===== src/pmp_pkg.sv =====
// Package with register map, reset values and field constants of the pixel parameter registers.
package pmp_pkg;

  // ==========================================================================
  // Register word indices on the Avalon-MM address (byte address = 4 * index)
  // ==========================================================================
  localparam logic [3:0] OFS_CTRL = 4'h0;
  localparam logic [3:0] OFS_ALIGN = 4'h1;
  localparam logic [3:0] OFS_NPTR = 4'h2;
  localparam logic [3:0] OFS_FG = 4'h3;
  localparam logic [3:0] OFS_BG = 4'h4;
  localparam logic [3:0] OFS_TC = 4'h5;
  localparam logic [3:0] OFS_WMASK = 4'h6;
  localparam logic [3:0] OFS_TMASK = 4'h7;

  // ==========================================================================
  // Field positions
  // ==========================================================================
  localparam int DEPTH_BIT = 0;
  localparam int NIB_W = 4;

  // ==========================================================================
  // Reset values
  // ==========================================================================
  localparam logic RST_DEPTH = 1'b0;
  localparam logic [1:0] RST_ALIGN = 2'h0;
  localparam logic [1:0] RST_NPTR = 2'h0;
  localparam logic [7:0] RST_FG = 8'hFF;
  localparam logic [7:0] RST_BG = 8'h00;
  localparam logic [7:0] RST_TC = 8'h00;
  localparam logic [7:0] RST_WMASK = 8'hFF;
  localparam logic [7:0] RST_TMASK = 8'hFF;

  // ==========================================================================
  // Avalon-MM response codes
  // ==========================================================================
  localparam logic [1:0] RESP_OKAY = 2'h0;
  localparam logic [1:0] RESP_SLVERR = 2'h2;

endpackage


===== src/pmp_regs.sv =====
// Pixel manipulation parameter registers with their source-alignment, colour and mask datapath.
`timescale 1ns/1ps

// What this block does
// - Two-bit alignment amount register picks how far the source word shifts.
// - Alignment always shifts left to right; no right-to-left mode exists.
// - Two-bit nibble pointer selects the source nibble for bit-expand colour.
// - Pack-compare results land in the nibble the nibble pointer selects.
// - Nibble pointer increments after every operation, whatever depth, unless a pointer write lands in the same cycle.
// - Eight-bit foreground colour is written for set pixels in expansion.
// - Eight-bit background colour is written for clear pixels in expansion.
// - At four bits per pixel, colour nibbles alternate over successive pixels.
// - Eight-bit transparent colour is compared against source pixels.
// - At four bits per pixel, transparent nibbles alternate over successive pixels.
// - Eight-bit write mask applies to every destination byte at once.
// - Write mask ones mark destination bits that may change.
// - Eight-bit test mask disables transparency comparison on chosen bits.
// - Test mask zeros drop the matching bit from the transparency compare.
// - Depth control bit one selects eight bits per pixel, zero four.
module pmp_regs (
  input wire logic mclk_i,
  input wire logic rst_i,
  input wire logic ce_i,
  input wire logic [3:0] avs_address_i,
  input wire logic avs_read_i,
  input wire logic avs_write_i,
  input wire logic [31:0] avs_writedata_i,
  input wire logic [3:0] avs_byteenable_i,
  output logic [31:0] avs_readdata_o,
  output logic [1:0] avs_response_o,
  output logic avs_waitrequest_o,
  input wire logic op_start_i,
  input wire logic [15:0] src_word_i,
  input wire logic [15:0] dst_word_i,
  input wire logic [15:0] result_word_i,
  output logic [15:0] aligned_o,
  output logic [15:0] expand_o,
  output logic [3:0] transp_o,
  output logic [15:0] dest_o,
  output logic [15:0] pack_o,
  output logic [1:0] nptr_o,
  output logic op_done_o
);

  // ==========================================================================
  // State
  // ==========================================================================
  typedef struct packed {
    logic depth8;
    logic [1:0] align;
    logic [1:0] nptr;
    logic [7:0] fg;
    logic [7:0] bg;
    logic [7:0] tc;
    logic [7:0] wm;
    logic [7:0] tm;
    logic wait_rq;
    logic [31:0] rdata;
    logic [1:0] resp;
    logic [15:0] prev_src;
    logic [15:0] aligned;
    logic [15:0] expand;
    logic [3:0] transp;
    logic [15:0] dest;
    logic [15:0] pack;
    logic done;
  } pmp_state_s;

  pmp_state_s q_ff;
  pmp_state_s nxt_q;

  logic req;
  logic acc;
  logic wr_acc;
  logic mapped;
  logic [31:0] rd_mux;
  logic [31:0] shift_cat;
  logic [15:0] al_src;
  logic [3:0] sel_nib;
  logic [15:0] exp_w;
  logic [3:0] tr_w;
  logic [15:0] wm16;

  assign req = avs_read_i | avs_write_i;
  // A request completes at the edge where waitrequest is seen low.
  assign acc = req & ~q_ff.wait_rq;
  assign wr_acc = acc & avs_write_i & avs_byteenable_i[0];
  assign mapped = avs_address_i <= pmp_pkg::OFS_TMASK;

  // ==========================================================================
  // Datapath
  // ==========================================================================
  always_comb
  begin
    rd_mux = 32'h0000_0000;
    case (avs_address_i)
      pmp_pkg::OFS_CTRL: rd_mux[pmp_pkg::DEPTH_BIT] = q_ff.depth8;
      pmp_pkg::OFS_ALIGN: rd_mux[1:0] = q_ff.align;
      pmp_pkg::OFS_NPTR: rd_mux[1:0] = q_ff.nptr;
      pmp_pkg::OFS_FG: rd_mux[7:0] = q_ff.fg;
      pmp_pkg::OFS_BG: rd_mux[7:0] = q_ff.bg;
      pmp_pkg::OFS_TC: rd_mux[7:0] = q_ff.tc;
      pmp_pkg::OFS_WMASK: rd_mux[7:0] = q_ff.wm;
      pmp_pkg::OFS_TMASK: rd_mux[7:0] = q_ff.tm;
      default: rd_mux = 32'h0000_0000;
    endcase

    // Source slides toward the low end by whole nibbles; the previous source word fills from the left.
    shift_cat = {q_ff.prev_src, src_word_i} >> {q_ff.align, 2'h0};
    al_src = shift_cat[15:0];

    sel_nib = src_word_i[q_ff.nptr * pmp_pkg::NIB_W +: pmp_pkg::NIB_W];
    exp_w = 16'h0000;
    tr_w = 4'h0;
    if (q_ff.depth8)
    begin
      // Two byte pixels per word, pixel 0 in the upper byte.
      for (int k = 0; k < 2; k++)
      begin
        exp_w[15 - 8 * k -: 8] = sel_nib[3 - k] ? q_ff.fg : q_ff.bg;
        tr_w[3 - k] = ((al_src[15 - 8 * k -: 8] ^ q_ff.tc) & q_ff.tm) == 8'h00;
      end
    end
    else
    begin
      // Four nibble pixels; even pixels use the upper colour nibble, odd the lower.
      for (int k = 0; k < 4; k++)
      begin
        if (k % 2 == 0)
        begin
          exp_w[15 - 4 * k -: 4] = sel_nib[3 - k] ? q_ff.fg[7:4] : q_ff.bg[7:4];
          tr_w[3 - k] = ((al_src[15 - 4 * k -: 4] ^ q_ff.tc[7:4]) & q_ff.tm[7:4]) == 4'h0;
        end
        else
        begin
          exp_w[15 - 4 * k -: 4] = sel_nib[3 - k] ? q_ff.fg[3:0] : q_ff.bg[3:0];
          tr_w[3 - k] = ((al_src[15 - 4 * k -: 4] ^ q_ff.tc[3:0]) & q_ff.tm[3:0]) == 4'h0;
        end
      end
    end
    wm16 = {q_ff.wm, q_ff.wm};
  end

  // ==========================================================================
  // Next state
  // ==========================================================================
  always_comb
  begin
    nxt_q = q_ff;
    nxt_q.done = 1'b0;

    // Waitrequest drops for exactly one cycle per request.
    if (req && q_ff.wait_rq)
    begin
      nxt_q.wait_rq = 1'b0;
      nxt_q.rdata = avs_read_i && mapped ? rd_mux : 32'h0000_0000;
      nxt_q.resp = mapped ? pmp_pkg::RESP_OKAY : pmp_pkg::RESP_SLVERR;
    end
    else
    begin
      nxt_q.wait_rq = 1'b1;
    end

    if (op_start_i)
    begin
      nxt_q.prev_src = src_word_i;
      nxt_q.aligned = al_src;
      nxt_q.expand = exp_w;
      nxt_q.transp = tr_w;
      nxt_q.dest = (result_word_i & wm16) | (dst_word_i & ~wm16);
      nxt_q.pack = dst_word_i;
      nxt_q.pack[q_ff.nptr * pmp_pkg::NIB_W +: pmp_pkg::NIB_W] = tr_w;
      nxt_q.nptr = q_ff.nptr + 2'h1;
      nxt_q.done = 1'b1;
    end

    // A software write beats the automatic advance in the same cycle.
    if (wr_acc)
    begin
      case (avs_address_i)
        pmp_pkg::OFS_CTRL: nxt_q.depth8 = avs_writedata_i[pmp_pkg::DEPTH_BIT];
        pmp_pkg::OFS_ALIGN: nxt_q.align = avs_writedata_i[1:0];
        pmp_pkg::OFS_NPTR: nxt_q.nptr = avs_writedata_i[1:0];
        pmp_pkg::OFS_FG: nxt_q.fg = avs_writedata_i[7:0];
        pmp_pkg::OFS_BG: nxt_q.bg = avs_writedata_i[7:0];
        pmp_pkg::OFS_TC: nxt_q.tc = avs_writedata_i[7:0];
        pmp_pkg::OFS_WMASK: nxt_q.wm = avs_writedata_i[7:0];
        pmp_pkg::OFS_TMASK: nxt_q.tm = avs_writedata_i[7:0];
        default: nxt_q.depth8 = q_ff.depth8;
      endcase
    end
  end

  always_ff @(posedge mclk_i or posedge rst_i)
  begin
    if (rst_i)
    begin
      q_ff <= '0;
      q_ff.depth8 <= pmp_pkg::RST_DEPTH;
      q_ff.align <= pmp_pkg::RST_ALIGN;
      q_ff.nptr <= pmp_pkg::RST_NPTR;
      q_ff.fg <= pmp_pkg::RST_FG;
      q_ff.bg <= pmp_pkg::RST_BG;
      q_ff.tc <= pmp_pkg::RST_TC;
      q_ff.wm <= pmp_pkg::RST_WMASK;
      q_ff.tm <= pmp_pkg::RST_TMASK;
      q_ff.wait_rq <= 1'b1;
    end
    else if (ce_i)
    begin
      q_ff <= nxt_q;
    end
  end

  assign avs_readdata_o = q_ff.rdata;
  assign avs_response_o = q_ff.resp;
  assign avs_waitrequest_o = q_ff.wait_rq;
  assign aligned_o = q_ff.aligned;
  assign expand_o = q_ff.expand;
  assign transp_o = q_ff.transp;
  assign dest_o = q_ff.dest;
  assign pack_o = q_ff.pack;
  assign nptr_o = q_ff.nptr;
  assign op_done_o = q_ff.done;

  // ==========================================================================
  // Assertions
  // ==========================================================================
  a_bus_answer: assert property (@(posedge mclk_i) disable iff (rst_i)
    ce_i && req && q_ff.wait_rq |=> !avs_waitrequest_o ##1 (avs_waitrequest_o || !$past(ce_i)))
    else $error("waitrequest did not drop for one cycle");

  a_fg_write: assert property (@(posedge mclk_i) disable iff (rst_i)
    ce_i && wr_acc && avs_address_i == pmp_pkg::OFS_FG |=> q_ff.fg == $past(avs_writedata_i[7:0]))
    else $error("foreground write lost");

  a_nptr_step: assert property (@(posedge mclk_i) disable iff (rst_i)
    ce_i && op_start_i && !(wr_acc && avs_address_i == pmp_pkg::OFS_NPTR)
    |=> nptr_o == $past(q_ff.nptr) + 2'h1 && op_done_o)
    else $error("nibble pointer did not advance");

  a_align_shift: assert property (@(posedge mclk_i) disable iff (rst_i)
    ce_i && op_start_i && q_ff.align == 2'h2
    |=> aligned_o == {$past(q_ff.prev_src[7:0]), $past(src_word_i[15:8])})
    else $error("alignment shift wrong");

  a_write_mask: assert property (@(posedge mclk_i) disable iff (rst_i)
    ce_i && op_start_i && q_ff.wm == 8'hF8
    |=> dest_o[2:0] == $past(dst_word_i[2:0]) && dest_o[15:11] == $past(result_word_i[15:11]))
    else $error("write mask merge wrong");

  a_test_mask: assert property (@(posedge mclk_i) disable iff (rst_i)
    ce_i && op_start_i && q_ff.depth8 && q_ff.tc == 8'h49 && q_ff.tm == 8'hFC
    |=> transp_o[3] == ($past(al_src[15:10]) == 6'h12))
    else $error("test mask compare wrong");

  a_pack_place: assert property (@(posedge mclk_i) disable iff (rst_i)
    ce_i && op_start_i && q_ff.nptr == 2'h3 |=> pack_o[15:12] == transp_o && pack_o[11:0] == $past(dst_word_i[11:0]))
    else $error("pack result misplaced");

  a_bg_hold: assert property (@(posedge mclk_i) disable iff (rst_i)
    !(wr_acc && avs_address_i == pmp_pkg::OFS_BG) |=> $stable(q_ff.bg))
    else $error("background changed without write");

  a_expand_alt: assert property (@(posedge mclk_i) disable iff (rst_i)
    ce_i && op_start_i && !q_ff.depth8 && sel_nib == 4'hF |=> expand_o == {2{$past(q_ff.fg)}})
    else $error("four bit colour alternation wrong");

  a_bg_write: assert property (@(posedge mclk_i) disable iff (rst_i)
    ce_i && wr_acc && avs_address_i == pmp_pkg::OFS_BG |=> q_ff.bg == $past(avs_writedata_i[7:0]))
    else $error("background write lost");

  a_tc_write: assert property (@(posedge mclk_i) disable iff (rst_i)
    ce_i && wr_acc && avs_address_i == pmp_pkg::OFS_TC |=> q_ff.tc == $past(avs_writedata_i[7:0]))
    else $error("transparent colour write lost");

  a_wmask_write: assert property (@(posedge mclk_i) disable iff (rst_i)
    ce_i && wr_acc && avs_address_i == pmp_pkg::OFS_WMASK |=> q_ff.wm == $past(avs_writedata_i[7:0]))
    else $error("write mask write lost");

  a_tmask_write: assert property (@(posedge mclk_i) disable iff (rst_i)
    ce_i && wr_acc && avs_address_i == pmp_pkg::OFS_TMASK |=> q_ff.tm == $past(avs_writedata_i[7:0]))
    else $error("test mask write lost");

  a_align_write: assert property (@(posedge mclk_i) disable iff (rst_i)
    ce_i && wr_acc && avs_address_i == pmp_pkg::OFS_ALIGN |=> q_ff.align == $past(avs_writedata_i[1:0]))
    else $error("alignment write lost");

  a_depth_write: assert property (@(posedge mclk_i) disable iff (rst_i)
    ce_i && wr_acc && avs_address_i == pmp_pkg::OFS_CTRL |=> q_ff.depth8 == $past(avs_writedata_i[pmp_pkg::DEPTH_BIT]))
    else $error("depth select write lost");

  a_nptr_write: assert property (@(posedge mclk_i) disable iff (rst_i)
    ce_i && wr_acc && avs_address_i == pmp_pkg::OFS_NPTR |=> nptr_o == $past(avs_writedata_i[1:0]))
    else $error("nibble pointer write lost");

  a_ce_freeze: assert property (@(posedge mclk_i) disable iff (rst_i)
    !ce_i |=> $stable(q_ff))
    else $error("state changed while clock enable low");

  a_keep_unmasked: assert property (@(posedge mclk_i) disable iff (rst_i)
    ce_i && op_start_i |=> ((dest_o ^ $past(dst_word_i)) & ~{2{$past(q_ff.wm)}}) == 16'h0000)
    else $error("masked destination bit changed");

  a_expand_8bpp: assert property (@(posedge mclk_i) disable iff (rst_i)
    ce_i && op_start_i && q_ff.depth8 && sel_nib[3:2] == 2'h2 |=> expand_o == {$past(q_ff.fg), $past(q_ff.bg)})
    else $error("eight bit expansion wrong");

  a_transp_low: assert property (@(posedge mclk_i) disable iff (rst_i)
    ce_i && op_start_i && q_ff.depth8 |=> transp_o[1:0] == 2'h0)
    else $error("unused transparency flags set");

  a_read_fg: assert property (@(posedge mclk_i) disable iff (rst_i)
    ce_i && avs_read_i && q_ff.wait_rq && avs_address_i == pmp_pkg::OFS_FG
    |=> avs_readdata_o == {24'h00_0000, $past(q_ff.fg)})
    else $error("foreground read data wrong");

  a_align_zero: assert property (@(posedge mclk_i) disable iff (rst_i)
    ce_i && op_start_i && q_ff.align == 2'h0 |=> aligned_o == $past(src_word_i))
    else $error("zero alignment moved the source");

  a_fg_hold: assert property (@(posedge mclk_i) disable iff (rst_i)
    !(wr_acc && avs_address_i == pmp_pkg::OFS_FG) |=> $stable(q_ff.fg))
    else $error("foreground changed without write");

  a_tc_hold: assert property (@(posedge mclk_i) disable iff (rst_i)
    !(wr_acc && avs_address_i == pmp_pkg::OFS_TC) |=> $stable(q_ff.tc))
    else $error("transparent colour changed without write");

  a_unmapped_err: assert property (@(posedge mclk_i) disable iff (rst_i)
    ce_i && req && q_ff.wait_rq && !mapped |=> avs_response_o == pmp_pkg::RESP_SLVERR)
    else $error("unmapped access not refused");

  c_read: cover property (@(posedge mclk_i) disable iff (rst_i) acc && avs_read_i);
  c_op8: cover property (@(posedge mclk_i) disable iff (rst_i) ce_i && op_start_i && q_ff.depth8);
  c_op_wr: cover property (@(posedge mclk_i) disable iff (rst_i) ce_i && op_start_i && wr_acc);
  c_unmapped: cover property (@(posedge mclk_i) disable iff (rst_i) acc && !mapped);
  c_op4: cover property (@(posedge mclk_i) disable iff (rst_i) ce_i && op_start_i && !q_ff.depth8);

endmodule


===== config.mk =====
export PLATFORM = sky130hd
export DESIGN_NAME = pmp_regs
export DESIGN_NICKNAME = d
export VERILOG_FILES = /design/src/pmp_pkg.sv /design/src/pmp_regs.sv
export SDC_FILE = /design/constraint.sdc
export NUM_CORES = 1
export LEC_CHECK = 0
export ABC_AREA = 1
export BUFFER_PORTS_ARGS = -buffer_cell sky130_fd_sc_hd__buf_2
export CORE_MARGIN = 2
export CORE_UTILIZATION = 50
export CTS_BUF_LIST = sky130_fd_sc_hd__clkbuf_8
export CTS_CLUSTER_DIAMETER = 50
export DETAILED_ROUTE_END_ITERATION = 16
export PLACE_DENSITY_LB_ADDON = 0.25
export SYNTH_ARGS = -nofsm -noshare
export SYNTH_HDL_FRONTEND = slang
export SYNTH_SLANG_ARGS = --single-unit

===== constraint.sdc =====
create_clock -name mclk_i -period 4.6 [get_ports mclk_i]
set_input_delay 1.38 -clock mclk_i [delete_from_list [all_inputs] [get_ports mclk_i]]
set_output_delay 1.38 -clock mclk_i [all_outputs]
set_load 0.1 [all_outputs]

**Yosys cells after proc, flatten, opt, wreduce, memory -nomap -nowiden**

Index checks and enable logic that the tools add are counted.

- Order comparisons: 1
- Equal/unequal tests: 7
- Shift operators: 4
- Muxes and demuxes: 25
- $add $sub $neg: 2
- Reductions and logical operators: 18
- Bitwise operators: 21

Operators with widths:

| operator | number |
|---|---|
| $mux W8 | 8 |
| $mux W42 | 1 |
| $neg A4 Y34 | 1 |
| $shift A4 B34 Y16 const A | 1 |
| $shiftx A4 B34 Y16 | 1 |
| $and A16 B16 Y16 | 2 |
| $shr A32 B4 Y16 | 1 |
| $pmux W6 S5 | 1 |
| $reduce_and A3 Y1 | 7 |
| $logic_not A4 Y1 | 5 |
| $and A4 B4 Y4 | 4 |
| $and A8 B8 Y8 | 2 |
| $bwmux W16 | 1 |
| $eq A4 B3 Y1 const B | 4 |
| $logic_not A8 Y1 | 2 |
| $mux W16 | 1 |
| $mux W4 | 4 |
| $not A16 Y16 | 1 |
| $or A16 B16 Y16 | 1 |
| $shiftx A16 B5 Y4 | 1 |
| $xor A4 B4 Y4 | 4 |
| $xor A8 B8 Y8 | 2 |
| $mux W2 | 5 |
| $eq A4 B2 Y1 const B | 2 |
| other kinds (11) | 16 |

- Input bits: 94
- Register bits: 165
- Logic and storage cells: 96

**Depth between registers and ports, before layout**

- Depth in word-level cells: 7
- Mapped depth: 14

**Worst setup path after synthesis**

OpenSTA, ideal clock, no wires.

- Path kind: input -> register
- From: in avs_address_i[2]
- To: reg q_ff[136] (netlist name)
- Stages on the path: 8
- Buffers on the path: 1
- Path slack: 2111 ps
- Arrival time: 2359 ps
- Cell sequence: inv_1 > nor2_1 > nand2_1 > inv_2 > nand2_1 > clkbuf_1 > nand2_1 > o21ai_0

- Word-level cells in the longest chain between the ends: 2

RTL lines:

| what | line | text |
|---|---|---|
| start: declaration | pmp_regs.sv:24 | `input wire logic [3:0] avs_address_i,` |
| $eq A4 B3 Y1 | pmp_regs.sv:180 | `case (avs_address_i)` |
| $reduce_and A3 Y1 (no line) | -- |  |
| end signal: assignment | pmp_regs.sv:211 | `q_ff <= nxt_q;` |
| end: declaration | pmp_regs.sv:69 | `pmp_state_s q_ff;` |

Every way passes these cells.
A chain may end at the register's enable or synchronous reset.

**Final worst setup path**

- From: reg q_ff, in the netlist nptr_o[0]
- To: out nptr_o[0]

RTL lines:

| what | line | text |
|---|---|---|
| end: declaration | pmp_regs.sv:41 | `output logic [1:0] nptr_o,` |

No word-level cell between the ends.

==> summary.md <==
| Metric | Value |
|---|---|
| Worst Max-Slew Pin Slew | 1.00 ns |
| Final Setup Violations | 0 |
| CP Max Fanout | 24 |
| Pin count of the biggest net entering global routing | 91 |
| Die Ht | 128 µm |
| Sequence of cells on the critical path | buf_2 |
| Internal power | roughly 2300 µW |
| Root Driver | clkbuf_8 |
| Final Hold Viols | 0 |
| Crit. End Element | output port |
| Clock power frac | 24.0% |
| Comb power frac | about two fifths |
| TritonCTS clock tree | built |
| Top cells by count, synth | 285 x nand2_1, 111 x dfrtp_1, 108 x buf_4 |
| I/O pins | 200 |
| Ant diodes | 0 |
| Avg WL per Cell | 17.0 µm |
| Slew Limit Headroom | roughly 33% |
| Flop pwr share | 34.3% |
| Ys Warns | 0 |
| Pre-Repair DR Iteration Count | 5 |
| Global Route Usage Sum | 27.0% |
| Worst-Skew Late Latency | 0.46 ns |
| Yosys cell types | 36 |
| Worst EP arrival | 1.95 ns |
| Post-synthesis cell area | between 7000 and 8000 µm² |
| Critical path depth in cells | 1 |
| Final nets | 1171 |
| Full die area | around 16000 µm² |
| Flops & latches, synth | 136 |
| Slew Limit Fails | 0 |
| Crit path launch type | register |
| Area post-placement | between 7000 and 8000 µm² |
| Mapped Cells | around 1000 |
| WL met3 | 1780 µm |
| Worst setup path class | reg2out |
| Met2 WL | 9570 µm |
| Area leader, netlist | dfrtp_1 |
| Final Critical Period | roughly 3.3 ns |
| Synth area leaders | dfrtp_1 36%, nand2_1 14%, buf_4 10% |
| Max Cap Viol | 0 |
| Clk_skew | approximately 0.011 ns |
| Starting Density | 51.1% |
| Core Area | 15100 µm² |
| Max Root-Sink Buffers | 2 |
| DIE WIDTH | 128 µm |
| Seq/Total Area, Yosys | between 40 and 50% |
| Design area | 8320 µm² |
| CTS clk-pin slew, worst paths | 0.08 ns |
| H-tree levels | 4 |
| Number of synthesized flops with an enable pin | 0 |
| Unrepaired setup endpoints after global routing | no |
| Hold WC Path Type | reg2reg |
| Via density | 5.42 |
| Fillcell total | 1418 |
| Port Buffers | 147 |
| Antenna violations before repair | 0 |
| Area grow syn2layout | 7.38% |
| Peak VDD IR | slightly below 0.0003 V |
| Global-route wire length before repair | roughly 34000 µm |
| Part of the cycle the worst path needs | between 70% and 80% |
| Setup TNS | 0 ns |
| Post-CTS Resized | 0 |
| Fmax | roughly 0.30 GHz |
| HPWL after DPL | 16000 µm |
| Hold buffer count at cts | 0 |
| CTS Buf Count | 17 |
| Top-area cell type share of the netlist area | a little over a third |
| DRC Markers | 0 |
| Post-synth top flop | dfrtp_1 |
| Leak Pwr | 0.00400 µW |
| Max incr delay on CP | between 0.9 and 1 ns |
| Cell Rows | 45 |
| Post-synth ARST share | 100% |
| WP data required | roughly 3.2 ns |
| Top-count cell post-synth | nand2_1 |
| Grt ovf | 0 |
| Top delay family on crit path | flip-flops |
| PwrDens | 533 nW/µm² |
| Buffers & Inverters on Critical Path | 1 |
| Worst Reg-to-Reg Cells | 6 |
| Post-DRT Antenna Nets | 0 |
| WL final | 21600 µm |
| Syn_area_per_cell | 7.60 µm² |
| Via Count | around 6900 |
| Final Total Pwr | 4430 µW |
| Postcts setup bufs | 0 |
| Critical path's slowest cell | dfrtp_1 |
| Clk sinks | 136 |
| Share of cells above drive strength 1 | approximately a fifth |
| Iter 0 DRT Violations | 579 |
| Post-layout util | 54.9% |
| Met1 wire length | ~9700 µm |
| Final RePlAce weighted congestion | 0.975 |
| DR top layer | met4 |
| Hold depth | 2 |
| Status | finished, final reports clean |
| P_sw | 2150 µW |
| Sw frac | about half |
| Vias in the first global route | 6291 |
metal layers:
layer / vias to the layer above / GRT usage [%]
li1: 3330 / -
met3: 37 / 5.61
met5: - / 0
met1: 3249 / 38.5
met2: 295 / 40.8
met4: 0 / 9.89
layout by cell type (no fill, tap or decap), types with 8 or more instances in the layout:
master	netlist	routed
a21oi_1	81	81
dfrtp_1	111	111
nor2_1	70	70
buf_2	4	147
dfstp_2	25	25
nand3_1	75	75
conb_1	1	25
clkbuf_8	0	22
inv_1	61	63
a31oi_1	8	8
o21ai_0	96	96
nand2_1	285	284
o22ai_1	13	13
layout make-up:
type	count	area, µm²	share of cell area [%]
clock buffer	22	303	3.64
clock inverter	10	125	1.50
inverter	68	264	3.17
multi-input combinational	699	3180	38.2
sequential	136	3430	41.3
tap	188	235	2.83
timing repair buffer	151	778	9.36
sequential cells by signal (all words and copies together) (netlist names), 2 cells and up:
signal,count
q_ff,55
transp_o,4
nptr_o,2
pack_o,16
expand_o,16
dest_o,16
avs_readdata_o,8
aligned_o,16
power by group through the flow:
stage                     clock network [µW]  registers (µW)  logic [µW]
after floorplan                            0            1490        1720
after global routing                    1130            1540        1960
after detailed placement                   0            1540        1840
after global placement                     0            1540        1830
after CTS                               1070            1520        1840
final                                   1060            1520        1840
kinds of logic after synthesis:
logic type | count (synthesis) | share of synthesized area [%]
AND/OR/NAND/NOR | 448 | 23.6
AO/OA/AOI/OAI | 222 | 15.5
buffers and inverters | 208 | 15.8
flip-flops | 136 | 44.4
adder cells (fa/ha/maj) | 4 | 0.646
other | 1 | 0.0484
worst reg2reg max path, delay by kind of cell, from the launching register on:
family,cells,cell delay (ns)
flip-flops,1,0.92
AND/OR/NAND/NOR,2,0.55
AO/OA/AOI/OAI,1,0.14
buffers and inverters,2,0.73
adder cells (fa/ha/maj),1,0.55
final timing paths:
kind                                                from                            end  slack, ns
min                        avs_response_o[1]$_DFFE_PP0P_  avs_response_o[1]$_DFFE_PP0P_       0.47
max                                nptr_o[0]$_DFFE_PP0P_                      nptr_o[0]       1.27
max reg2reg                        nptr_o[0]$_DFFE_PP0P_         pack_o[10]$_DFFE_PP0P_       1.64
max in group asynchronous                          rst_i          q_ff[129]$_DFFE_PP1P_       2.66
min in group asynchronous                          rst_i        expand_o[1]$_DFFE_PP0P_       1.06
min reg2reg                avs_response_o[1]$_DFFE_PP0P_  avs_response_o[1]$_DFFE_PP0P_       0.47
through the flow:
stage	worst slack [ns]	hold slack (ns)	std cells
after floorplan	1.55	0.443	1043
after global placement	1.66	0.449	1242
after detailed placement	1.58	0.458	1242
after CTS	1.29	0.476	1274
after global routing	1.21	0.501	1274
final	1.27	0.472	1274
Power figures use the tool's default switching activity.
